<file path="config.mk">
export PLATFORM = sky130hd
export DESIGN_NAME = front_panel_switch_lamp_logic
export DESIGN_NICKNAME = d
export VERILOG_FILES = /design/src/front_panel_switch_lamp_logic.v
export VERILOG_INCLUDE_DIRS = /design/src
export SDC_FILE = /design/constraint.sdc
export NUM_CORES = 1
export LEC_CHECK = 0
export BUFFER_PORTS_ARGS = -buffer_cell sky130_fd_sc_hd__buf_4
export CORE_ASPECT_RATIO = 1.4
export CORE_MARGIN = 4
export CORE_UTILIZATION = 30
export CTS_BUF_LIST = sky130_fd_sc_hd__clkbuf_8
export DETAILED_ROUTE_END_ITERATION = 8
export PLACE_DENSITY = 0.52
export SLEW_MARGIN = 20
export SYNTH_ARGS = -nofsm -noshare
export SYNTH_HDL_FRONTEND = slang
export SYNTH_HIERARCHICAL = 1
export SYNTH_SLANG_ARGS = --single-unit
</file>
<file path="constraint.sdc">
create_clock -name core_clk -period 2.1 [get_ports core_clk]
set_clock_uncertainty 0.05 [all_clocks]
set_input_delay 0.21 -clock core_clk [delete_from_list [all_inputs] [get_ports core_clk]]
set_output_delay 0.21 -clock core_clk [all_outputs]
set_load 0.01 [all_outputs]
</file>
<file path="src/panel_consts.vh">
// Purpose: constants for the front panel switch and lamp logic
// Assumes: one 10 MHz clock, synchronous inputs apart from the raw button contacts
// Notes:   lamps drive high when lit
// Operation
// - enabled reset button press resets every device on the board
// - reset press also drives backplane system reset when system controller
// - software control disables the reset button completely
// - enabled abort press raises interrupt at software programmed level
// - red failure lamp follows the board failure signal
// - yellow status lamp lights when processor status decodes to halt
// - green run lamp lights while transfer in progress is low
// - system controller lamp lights while acting as system controller
// - network lamp lights while the network controller owns the bus
// - disk lamp lights while the disk controller owns the bus
// - backplane lamp lights on backplane master strobe or incoming access
// - active low edge signals act on their falling edge
`ifndef PANEL_CONSTS_VH
`define PANEL_CONSTS_VH
`define DEBOUNCE_NS     10000000
`define CLK_PERIOD_NS   100
`define DEBOUNCE_CYCLES (`DEBOUNCE_NS / `CLK_PERIOD_NS)
`define RESET_PULSE_CYC 16
`define HALT_CODE       3'h7
`define LEVEL_NONE      3'h0
`define RST_COUNT_W     5
`define LAMP_DARK       1'b0
`endif

</file>
<file path="src/front_panel_switch_lamp_logic.v">
// Purpose: front panel pushbuttons and indicator lamps
// Assumes: button inputs are active low, raw contacts
// Notes:   reset pulse is a fixed length board reset request
`timescale 1ns/1ps
`include "panel_consts.vh"
module button_filter #(
    parameter CNT_W  = 17,
    parameter CYCLES = `DEBOUNCE_CYCLES
) (
    input  wire core_clk,
    input  wire rstn,
    input  wire raw_n,
    output reg  pressed_pulse
);
    reg             sync1;
    reg             sync2;
    reg             stable_n;
    reg [CNT_W-1:0] count;
    reg             next_stable_n;
    reg [CNT_W-1:0] next_count;
    reg             next_pressed;

    // a level must hold unchanged for CYCLES clocks before it is believed
    always @* begin
        next_stable_n = stable_n;
        next_count    = {CNT_W{1'b0}};
        next_pressed  = 1'b0;
        if (sync2 != stable_n) begin
            if (count == CYCLES[CNT_W-1:0] - 1'b1) begin
                next_stable_n = sync2;
                // act on the falling edge of the filtered level only
                next_pressed  = stable_n & ~sync2;
            end else begin
                next_count = count + 1'b1;
            end
        end
    end

    always @(posedge core_clk or negedge rstn) begin
        if (!rstn) begin
            sync1         <= 1'b1;
            sync2         <= 1'b1;
            stable_n      <= 1'b1;
            count         <= {CNT_W{1'b0}};
            pressed_pulse <= 1'b0;
        end else begin
            sync1         <= raw_n;
            sync2         <= sync1;
            stable_n      <= next_stable_n;
            count         <= next_count;
            pressed_pulse <= next_pressed;
        end
    end
endmodule

// one lamp cell: a flop, so the drive never glitches with its source
module lamp_reg (
    input  wire core_clk,
    input  wire rstn,
    input  wire lit,
    output reg  lamp
);
    always @(posedge core_clk or negedge rstn) begin
        if (!rstn) begin
            lamp <= `LAMP_DARK;
        end else begin
            lamp <= lit;
        end
    end
endmodule

module front_panel_switch_lamp_logic #(
    parameter CNT_W    = 17,
    parameter DEBOUNCE = `DEBOUNCE_CYCLES,
    parameter RST_LEN  = `RESET_PULSE_CYC
) (
    input  wire       core_clk,
    input  wire       rstn,
    input  wire       reset_button_n,
    input  wire       abort_button_n,
    input  wire       reset_button_enable,
    input  wire       abort_enable,
    input  wire [2:0] abort_level,
    input  wire       abort_clear,
    input  wire       is_sys_controller,
    input  wire       board_failure_flag,
    input  wire [2:0] cpu_status,
    input  wire       transfer_in_progress_n,
    input  wire       net_bus_master,
    input  wire       disk_bus_master,
    input  wire       vme_strobe_master,
    input  wire       vme_bus_master,
    output reg        board_reset_n,
    output reg        sysreset_n,
    output reg        sysreset_oe_n,
    output reg  [2:0] abort_irq_level,
    output reg        abort_pending,
    output reg        fail_lamp,
    output reg        status_lamp,
    output reg        run_lamp,
    output reg        sys_controller_lamp,
    output reg        network_master_lamp,
    output reg        disk_master_lamp,
    output reg        backplane_lamp
);
    localparam RST_W = `RST_COUNT_W;

    wire             reset_press;
    wire             abort_press;
    wire             pulse_running;
    wire             reset_accept;
    wire             abort_accept;
    wire             fail_drive;
    wire             status_drive;
    wire             run_drive;
    wire             sys_controller_drive;
    wire             network_drive;
    wire             disk_drive;
    wire             backplane_drive;
    reg  [RST_W-1:0] rst_count;
    reg              rst_to_backplane;
    reg  [RST_W-1:0] next_rst_count;
    reg              next_rst_to_backplane;
    reg              next_pending;
    reg  [2:0]       next_irq_level;

    button_filter #(.CNT_W(CNT_W), .CYCLES(DEBOUNCE)) u_reset_filter (
        .core_clk      (core_clk),
        .rstn          (rstn),
        .raw_n         (reset_button_n),
        .pressed_pulse (reset_press)
    );
    button_filter #(.CNT_W(CNT_W), .CYCLES(DEBOUNCE)) u_abort_filter (
        .core_clk      (core_clk),
        .rstn          (rstn),
        .raw_n         (abort_button_n),
        .pressed_pulse (abort_press)
    );

    assign pulse_running = (rst_count != {RST_W{1'b0}});
    // a press while a pulse is running is dropped, not queued
    assign reset_accept  = reset_press && reset_button_enable && !pulse_running;
    assign abort_accept  = abort_press && abort_enable;

    always @* begin
        next_rst_count        = rst_count;
        next_rst_to_backplane = rst_to_backplane;
        if (reset_accept) begin
            next_rst_count        = RST_LEN[RST_W-1:0];
            // role taken at acceptance; a later change does not cut the pulse
            next_rst_to_backplane = is_sys_controller;
        end else if (pulse_running) begin
            next_rst_count = rst_count - 1'b1;
        end
    end

    // board reset kills this block too, so the pulse counter must survive it:
    // rstn is expected to be the power-on reset, not board_reset_n
    always @(posedge core_clk or negedge rstn) begin
        if (!rstn) begin
            rst_count        <= {RST_W{1'b0}};
            rst_to_backplane <= 1'b0;
            board_reset_n    <= 1'b1;
            sysreset_n       <= 1'b1;
            sysreset_oe_n    <= 1'b1;
        end else begin
            rst_count        <= next_rst_count;
            rst_to_backplane <= next_rst_to_backplane;
            board_reset_n    <= ~pulse_running;
            sysreset_n       <= 1'b0;
            // open drain: only pull low, never drive high
            sysreset_oe_n    <= ~(pulse_running && rst_to_backplane);
        end
    end

    always @* begin
        next_pending = abort_pending;
        // a press in the clearing cycle wins
        if (abort_accept) begin
            next_pending = 1'b1;
        end else if (abort_clear || !abort_enable) begin
            next_pending = 1'b0;
        end
        // level falls with the flag, never a cycle behind it
        next_irq_level = next_pending ? abort_level : `LEVEL_NONE;
    end

    always @(posedge core_clk or negedge rstn) begin
        if (!rstn) begin
            abort_pending   <= 1'b0;
            abort_irq_level <= `LEVEL_NONE;
        end else begin
            abort_pending   <= next_pending;
            abort_irq_level <= next_irq_level;
        end
    end

    lamp_reg u_fail_lamp (
        .core_clk (core_clk),
        .rstn     (rstn),
        .lit      (board_failure_flag),
        .lamp     (fail_drive)
    );
    lamp_reg u_status_lamp (
        .core_clk (core_clk),
        .rstn     (rstn),
        .lit      (cpu_status == `HALT_CODE),
        .lamp     (status_drive)
    );
    lamp_reg u_run_lamp (
        .core_clk (core_clk),
        .rstn     (rstn),
        .lit      (~transfer_in_progress_n),
        .lamp     (run_drive)
    );
    lamp_reg u_sys_controller_lamp (
        .core_clk (core_clk),
        .rstn     (rstn),
        .lit      (is_sys_controller),
        .lamp     (sys_controller_drive)
    );
    lamp_reg u_network_lamp (
        .core_clk (core_clk),
        .rstn     (rstn),
        .lit      (net_bus_master),
        .lamp     (network_drive)
    );
    lamp_reg u_disk_lamp (
        .core_clk (core_clk),
        .rstn     (rstn),
        .lit      (disk_bus_master),
        .lamp     (disk_drive)
    );
    lamp_reg u_backplane_lamp (
        .core_clk (core_clk),
        .rstn     (rstn),
        .lit      (vme_strobe_master | vme_bus_master),
        .lamp     (backplane_drive)
    );

    // lamp flops live in their cells; the ports only show them
    always @* begin
        fail_lamp           = fail_drive;
        status_lamp         = status_drive;
        run_lamp            = run_drive;
        sys_controller_lamp = sys_controller_drive;
        network_master_lamp = network_drive;
        disk_master_lamp    = disk_drive;
        backplane_lamp      = backplane_drive;
    end
endmodule

</file>
; ---- Yosys cells after proc, flatten, opt, wreduce, memory -nomap -nowiden
; Index checks and enable logic that the tools add are counted.
[word_totals]
register_bits = 62
in_bits = 20
wordCells = 64
[op_classes]
addsub = 3
n_eq_ne = 5
muxes = 13
bitwise_logic = 8
n_reduce_logical = 11
[op_table]
columns = cell, n
row1 = $mux W17, 4
row2 = $add A17 B1 Y17 const B, 2
row3 = $eq A17 B17 Y1 const B, 2
row4 = $mux W5, 2
row5 = $mux W1, 6
row6 = $not A1 Y1, 5
row7 = $reduce_bool A5 Y1, 1
row8 = $sub A5 B1 Y5 const B, 1
row9 = $logic_and A1 B1 Y1, 4
row10 = $reduce_and A2 Y1, 2
row11 = $eq A3 B3 Y1 const B, 1
row12 = $mux W3, 1
row13 = $and A1 B1 Y1, 2
row14 = $logic_not A1 Y1, 2
row15 = $ne A1 B1 Y1, 2
row16 = $reduce_bool A2 Y1, 1
row17 = $logic_or A1 B1 Y1, 1
row18 = $or A1 B1 Y1, 1

; ---- Logic depth before layout (Yosys ltp)
[depth]
depth_word = 5
depth_mapped = 7

; ---- By module
; The synthesis kept the hierarchy.
[modules_own_cells]
columns = mod, n_inst, cells_each, area_each_um2, seq_area_each_um2
row1 = button_filter, 2, 97, 1028.5, 529.3
row2 = front_panel_switch_lamp_logic, 1, 48, 529.3, 329.1
row3 = lamp_reg, 7, 1, 25.0, 25.0

; ---- Least setup slack after synthesis
; No wires, ideal clock.
[synth_path]
kind = reg-to-reg
from = register u_abort_filter.count[12]
to = register u_abort_filter.count[10]
arrival_time_ns = 1.666
t_required_ns = 1.931
setup_slack_ns = 0.265
path_stages_with_launch = 7
period_less_slack_ns = 1.835
cell_sequence = dfrtp_1 or4b_1 nor4_2 or2_1 buf_6 buf_12 nor2_1
[synth_via]
elab_chain_cells = 3
[synth_lines]
columns = item, line_no
row1 = start: declaration, front_panel_switch_lamp_logic.v:18  ; reg [CNT_W-1:0] count;
row2 = start signal: assignment, front_panel_switch_lamp_logic.v:44  ; count <= {CNT_W{1'b0}};
row3 = start signal: assignment, front_panel_switch_lamp_logic.v:50  ; count <= next_count;
row4 = $eq A17 B17 Y1, front_panel_switch_lamp_logic.v:29  ; if (count == CYCLES[CNT_W-1:0] - 1'b1) begin
row5 = $mux W17, front_panel_switch_lamp_logic.v:29
row6 = $mux W17, front_panel_switch_lamp_logic.v:28  ; if (sync2 != stable_n) begin
row7 = via u_abort_filter.next_count[10], front_panel_switch_lamp_logic.v:20  ; reg [CNT_W-1:0] next_count;
; The timed path passes the listed nets, and every way through them passes these cells.
; A chain may end at the register's enable or synchronous reset.

; ---- Worst setup path in the final report
[layout_path]
from = register u_reset_filter.count[12]
to = register u_reset_filter.count[14]
[layout_via]
elab_chain_cells = 3
[layout_lines]
columns = item, line_no
row1 = start: declaration, front_panel_switch_lamp_logic.v:18
row2 = start signal: assignment, front_panel_switch_lamp_logic.v:44
row3 = start signal: assignment, front_panel_switch_lamp_logic.v:50
row4 = $add A17 B1 Y17 / $eq A17 B17 Y1 (equally long branches), "front_panel_switch_lamp_logic.v:34, front_panel_switch_lamp_logic.v:29"
row5 = $mux W17 (*), front_panel_switch_lamp_logic.v:29
row6 = $mux W17 (*), front_panel_switch_lamp_logic.v:28
row7 = via u_reset_filter.next_count[14], front_panel_switch_lamp_logic.v:20
; Mark *: on every way through the listed nets, which the timed path passes. The rest lies on a longest branch.

==> metrics.md <==
| Metric | Value |
|---|---|
| Maxcap violations | 0 |
| Die area | roughly 11,000 µm² |
| Layout cells sized above 1 | 0.245 |
| DRT Pass-1 Iters | 4 |
| P&R area growth vs syn | 23.7% |
| Worst-Margin Slew | 0.764 ns |
| Status | finished, final reports clean |
| Routability cong. | 0.814 |
| Routed vias/inst | 4.60 |
| Num rows | 41 |
| Post-synth top area cell | dfrtp_1 |
| Initial antenna violation count | 0 |
| Cell area after synthesis | 2760 µm² |
| Hold Vio Cnt, Final | 0 |
| Mean area per synthesized cell | 11.1 µm² |
| Setup crit end kind | flop |
| Flop-to-flop setup slack | 0.19 ns |
| Diodes inserted | 0 |
| Initial Util | 0.308 |
| Synth Warn # | 6 |
| Min Tclk post-route | 1.91 ns |
| Relative slew slack | 0.491 |
| Reg-to-Reg End | u_reset_filter/count[14]$_DFF_PN0_ |
| Wirelength per Cell | 12.5 µm |
| Register bit total from synthesis | 62 |
| R2r startpoint | u_reset_filter/count[12]$_DFF_PN0_ |
| F_max | 524 MHz |
| Multi-input logic area | 1040 µm² |
| Core Area | 8980 µm² |
| CTS tree | yes |
| Type of origin of the critical path | flop |
| Maximum vdd drop | 0.339 mV |
| Synth unique cells | 38 |
| Peak fanout along the critical path | 17 |
| Clock share of power | 0.424 |
| Pleak | 1.52 nW |
| Cell internal pwr | 1.82 mW |
| Clock transition at path regs | 0.07 ns |
| Root Driver | clkbuf_8 |
| Hold Crit Class | in -> reg |
| Cts bufs inserted | 9 |
| Gate power share | 0.050 |
| Fillers | 894 |
| Crit path to | u_reset_filter/count[14]$_DFF_PN0_ |
| Die W | 89.1 µm |
| EDFF count, synth | 0 |
| Post-route cell area | 3420 µm² |
| First-pass GRT wire length | 9070 µm |
| Later-pin clock latency in the skew report | between 0.3 and 0.4 ns |
| I/O pin count | 34 |
| Critical path arrival | around 2.1 ns |
| Setup CP Type | reg -> reg |
| Final Setup Violations | 0 |
| Final worst path period share | 0.909 |
| Setup TNS | 0 ns |
| R2R depth | 5 |
| Final HPWL DP | about 3600 µm |
| Vias in the first global route | roughly 1,900 |
| RSZ-0062 raised after global routing | false |
| Switch share | 0.225 |
| Pwr per Cell Area | 687 nW/µm² |
| Share of the yosys chip area belonging to registers | 0.566 |
| Instance count of the mapped netlist | 249 |
| WL final | 5200 µm |
| Placed cell area | 3140 µm² |
| Syn_nets | 274 |
| Post-cts resize count | 0 |
| Initial DRC count | 36 |
| Top FF cell, synth | dfrtp_1 |
| Final Max Slew Viols | 0 |
| Pin count of the biggest net entering global routing | 63 |
| Via count | 1,918 |
| Part of the power in registers | 0.526 |
| GRT overflow | 0 |
| Tot GR Track Use | 0.111 |
| Origin of the worst setup path | u_reset_filter/count[12]$_DFF_PN0_ |
| Sequential Area | 1560 µm² |
| Largest registers | u_abort_filter/count x17, u_reset_filter/count x17, rst_count x5 |
| DRC Markers | 0 |
| # clock sinks | 62 |
| Port bufs | 33 |
| H-tree depth | 3 |
| Post-DRT Antenna Nets | 0 |
| Fin nets | 330 |
| Yosys top cell area share | 0.480 |
| Synth top area cells | dfrtp_1, dfstp_2, xnor2_1 |
| Die Height | 122 µm |
| P_sw | 0.527 mW |
| Asr flop ratio synth | 1.00 |
| Req. time, crit path | 2.28 ns |
| Max clock buf depth | 2 |
==> power by group through the flow <==
stage	clock [mW]	sequential, mW	combinational (mW)
final	0.994	1.23	0.117
after global placement	0	1.25	0.108
after global routing	1.09	1.24	0.136
after CTS	1.04	1.23	0.122
after detailed placement	0	1.26	0.109
after floorplan	0	1.26	0.0406
==> logic make-up after synthesis <==
logic type | synth area share
AND/OR/NAND/NOR | 0.227
flip-flops | 0.566
XOR/XNOR | 0.0888
buffers and inverters | 0.0557
AO/OA/AOI/OAI | 0.0190
adder cells (fa/ha/maj) | 0.0227
multiplexers | 0.0195
other | 0.00136
==> what timing repair did <==
action / CTS / global route
endpoints found under the hold margin: 61 / 0
setup buffers: 0 / 0
hold buffers: 9 / 0
==> area by class of cell <==
| cell class | instances | share of cell area |
|---|---|---|
| Multi-Input combinational cell | 164 | 0.306 |
| Tap cell | 107 | 0.0392 |
| Inverter | 16 | 0.0176 |
| Clock inverter | 7 | 0.0190 |
| Timing Repair Buffer | 52 | 0.125 |
| Sequential cell | 62 | 0.458 |
| Clock buffer | 9 | 0.0363 |
==> through the flow <==
step	hold WS, ns	worst slack [ns]	util	std cells	power, mW
6_report	0.0154	0.192	0.380	417	2.35
5_1_grt	0.0147	0.0380	0.380	417	2.46
4_1_cts	0.000800	0.174	0.380	417	2.39
3_5_place_dp	0.269	0.182	0.349	392	1.36
3_3_place_gp	0.269	0.196	0.349	392	1.36
2_1_floorplan	-0.136	0.265	-	249	1.30
==> worst min path at each step <==
stage                                                  to      startpoint  slack (ns)  depth (start not counted)
after global placement     u_reset_filter/sync1$_DFF_PN1_  reset_button_n        0.27                          1
after floorplan              abort_irq_level[0]$_DFF_PN0_            rstn       -0.14                          0
after CTS                 u_backplane_lamp/lamp$_DFF_PN0_  vme_bus_master      0.0008                          2
after global routing         abort_irq_level[1]$_DFF_PN0_  abort_level[1]        0.01                          3
final                     u_backplane_lamp/lamp$_DFF_PN0_  vme_bus_master        0.02                          2
after detailed placement   u_reset_filter/sync1$_DFF_PN1_  reset_button_n        0.27                          1
==> cell usage in the layout (no fill, tap or decap), drive strengths merged <==
cell         instances
nand2b               2
dfrtp               53
nor2b                1
dlygate4sd3          9
dfstp                9
nand4b               2
buf                 43
clkinv               3
or3                  2
xnor2               18
ha                   5
nand2               11
or4b                 5
nor2                41
or4                  2
o31ai                2
mux2                 3
clkinvlp             1
nor4                 8
a21oi                4
and3                 3
nand3               13
bufinv               1
conb                 1
a21o                 1
clkbuf               9
mux2i                2
nor3                 5
and4                 2
or2                  3
o21ai                2
and2                 2
inv                 18
nand4               14
xor2                10
==> routing by layer <==
layer | routed length, µm | up-vias | track usage
met5 | 0 | - | 0
met4 | 114 | 0 | 0.0633
met1 | 2070 | 918 | 0.125
met3 | 283 | 9 | 0.0333
met2 | 2730 | 38 | 0.182
li1 | - | 953 | -
==> synth_stat cells, types with 3 or more instances <==
cell	n
a21oi_1	4
and3_1	3
buf_6	3
dfrtp_1	53
dfstp_2	9
ha_1	5
inv_1	15
nand2_1	11
nand3_1	13
nand4_1	14
nor2_1	40
nor3_1	5
nor4_1	6
or4b_1	5
xnor2_1	18
xor2_1	10
==> critical path: stages, from the launching register on <==
cell     delay, ns
dfrtp_1       0.43
or4b_1        0.55
nor4_2        0.34
or2_1         0.14
buf_4         0.21
nor2_1        0.07
(Power assumes the default switching activity.)
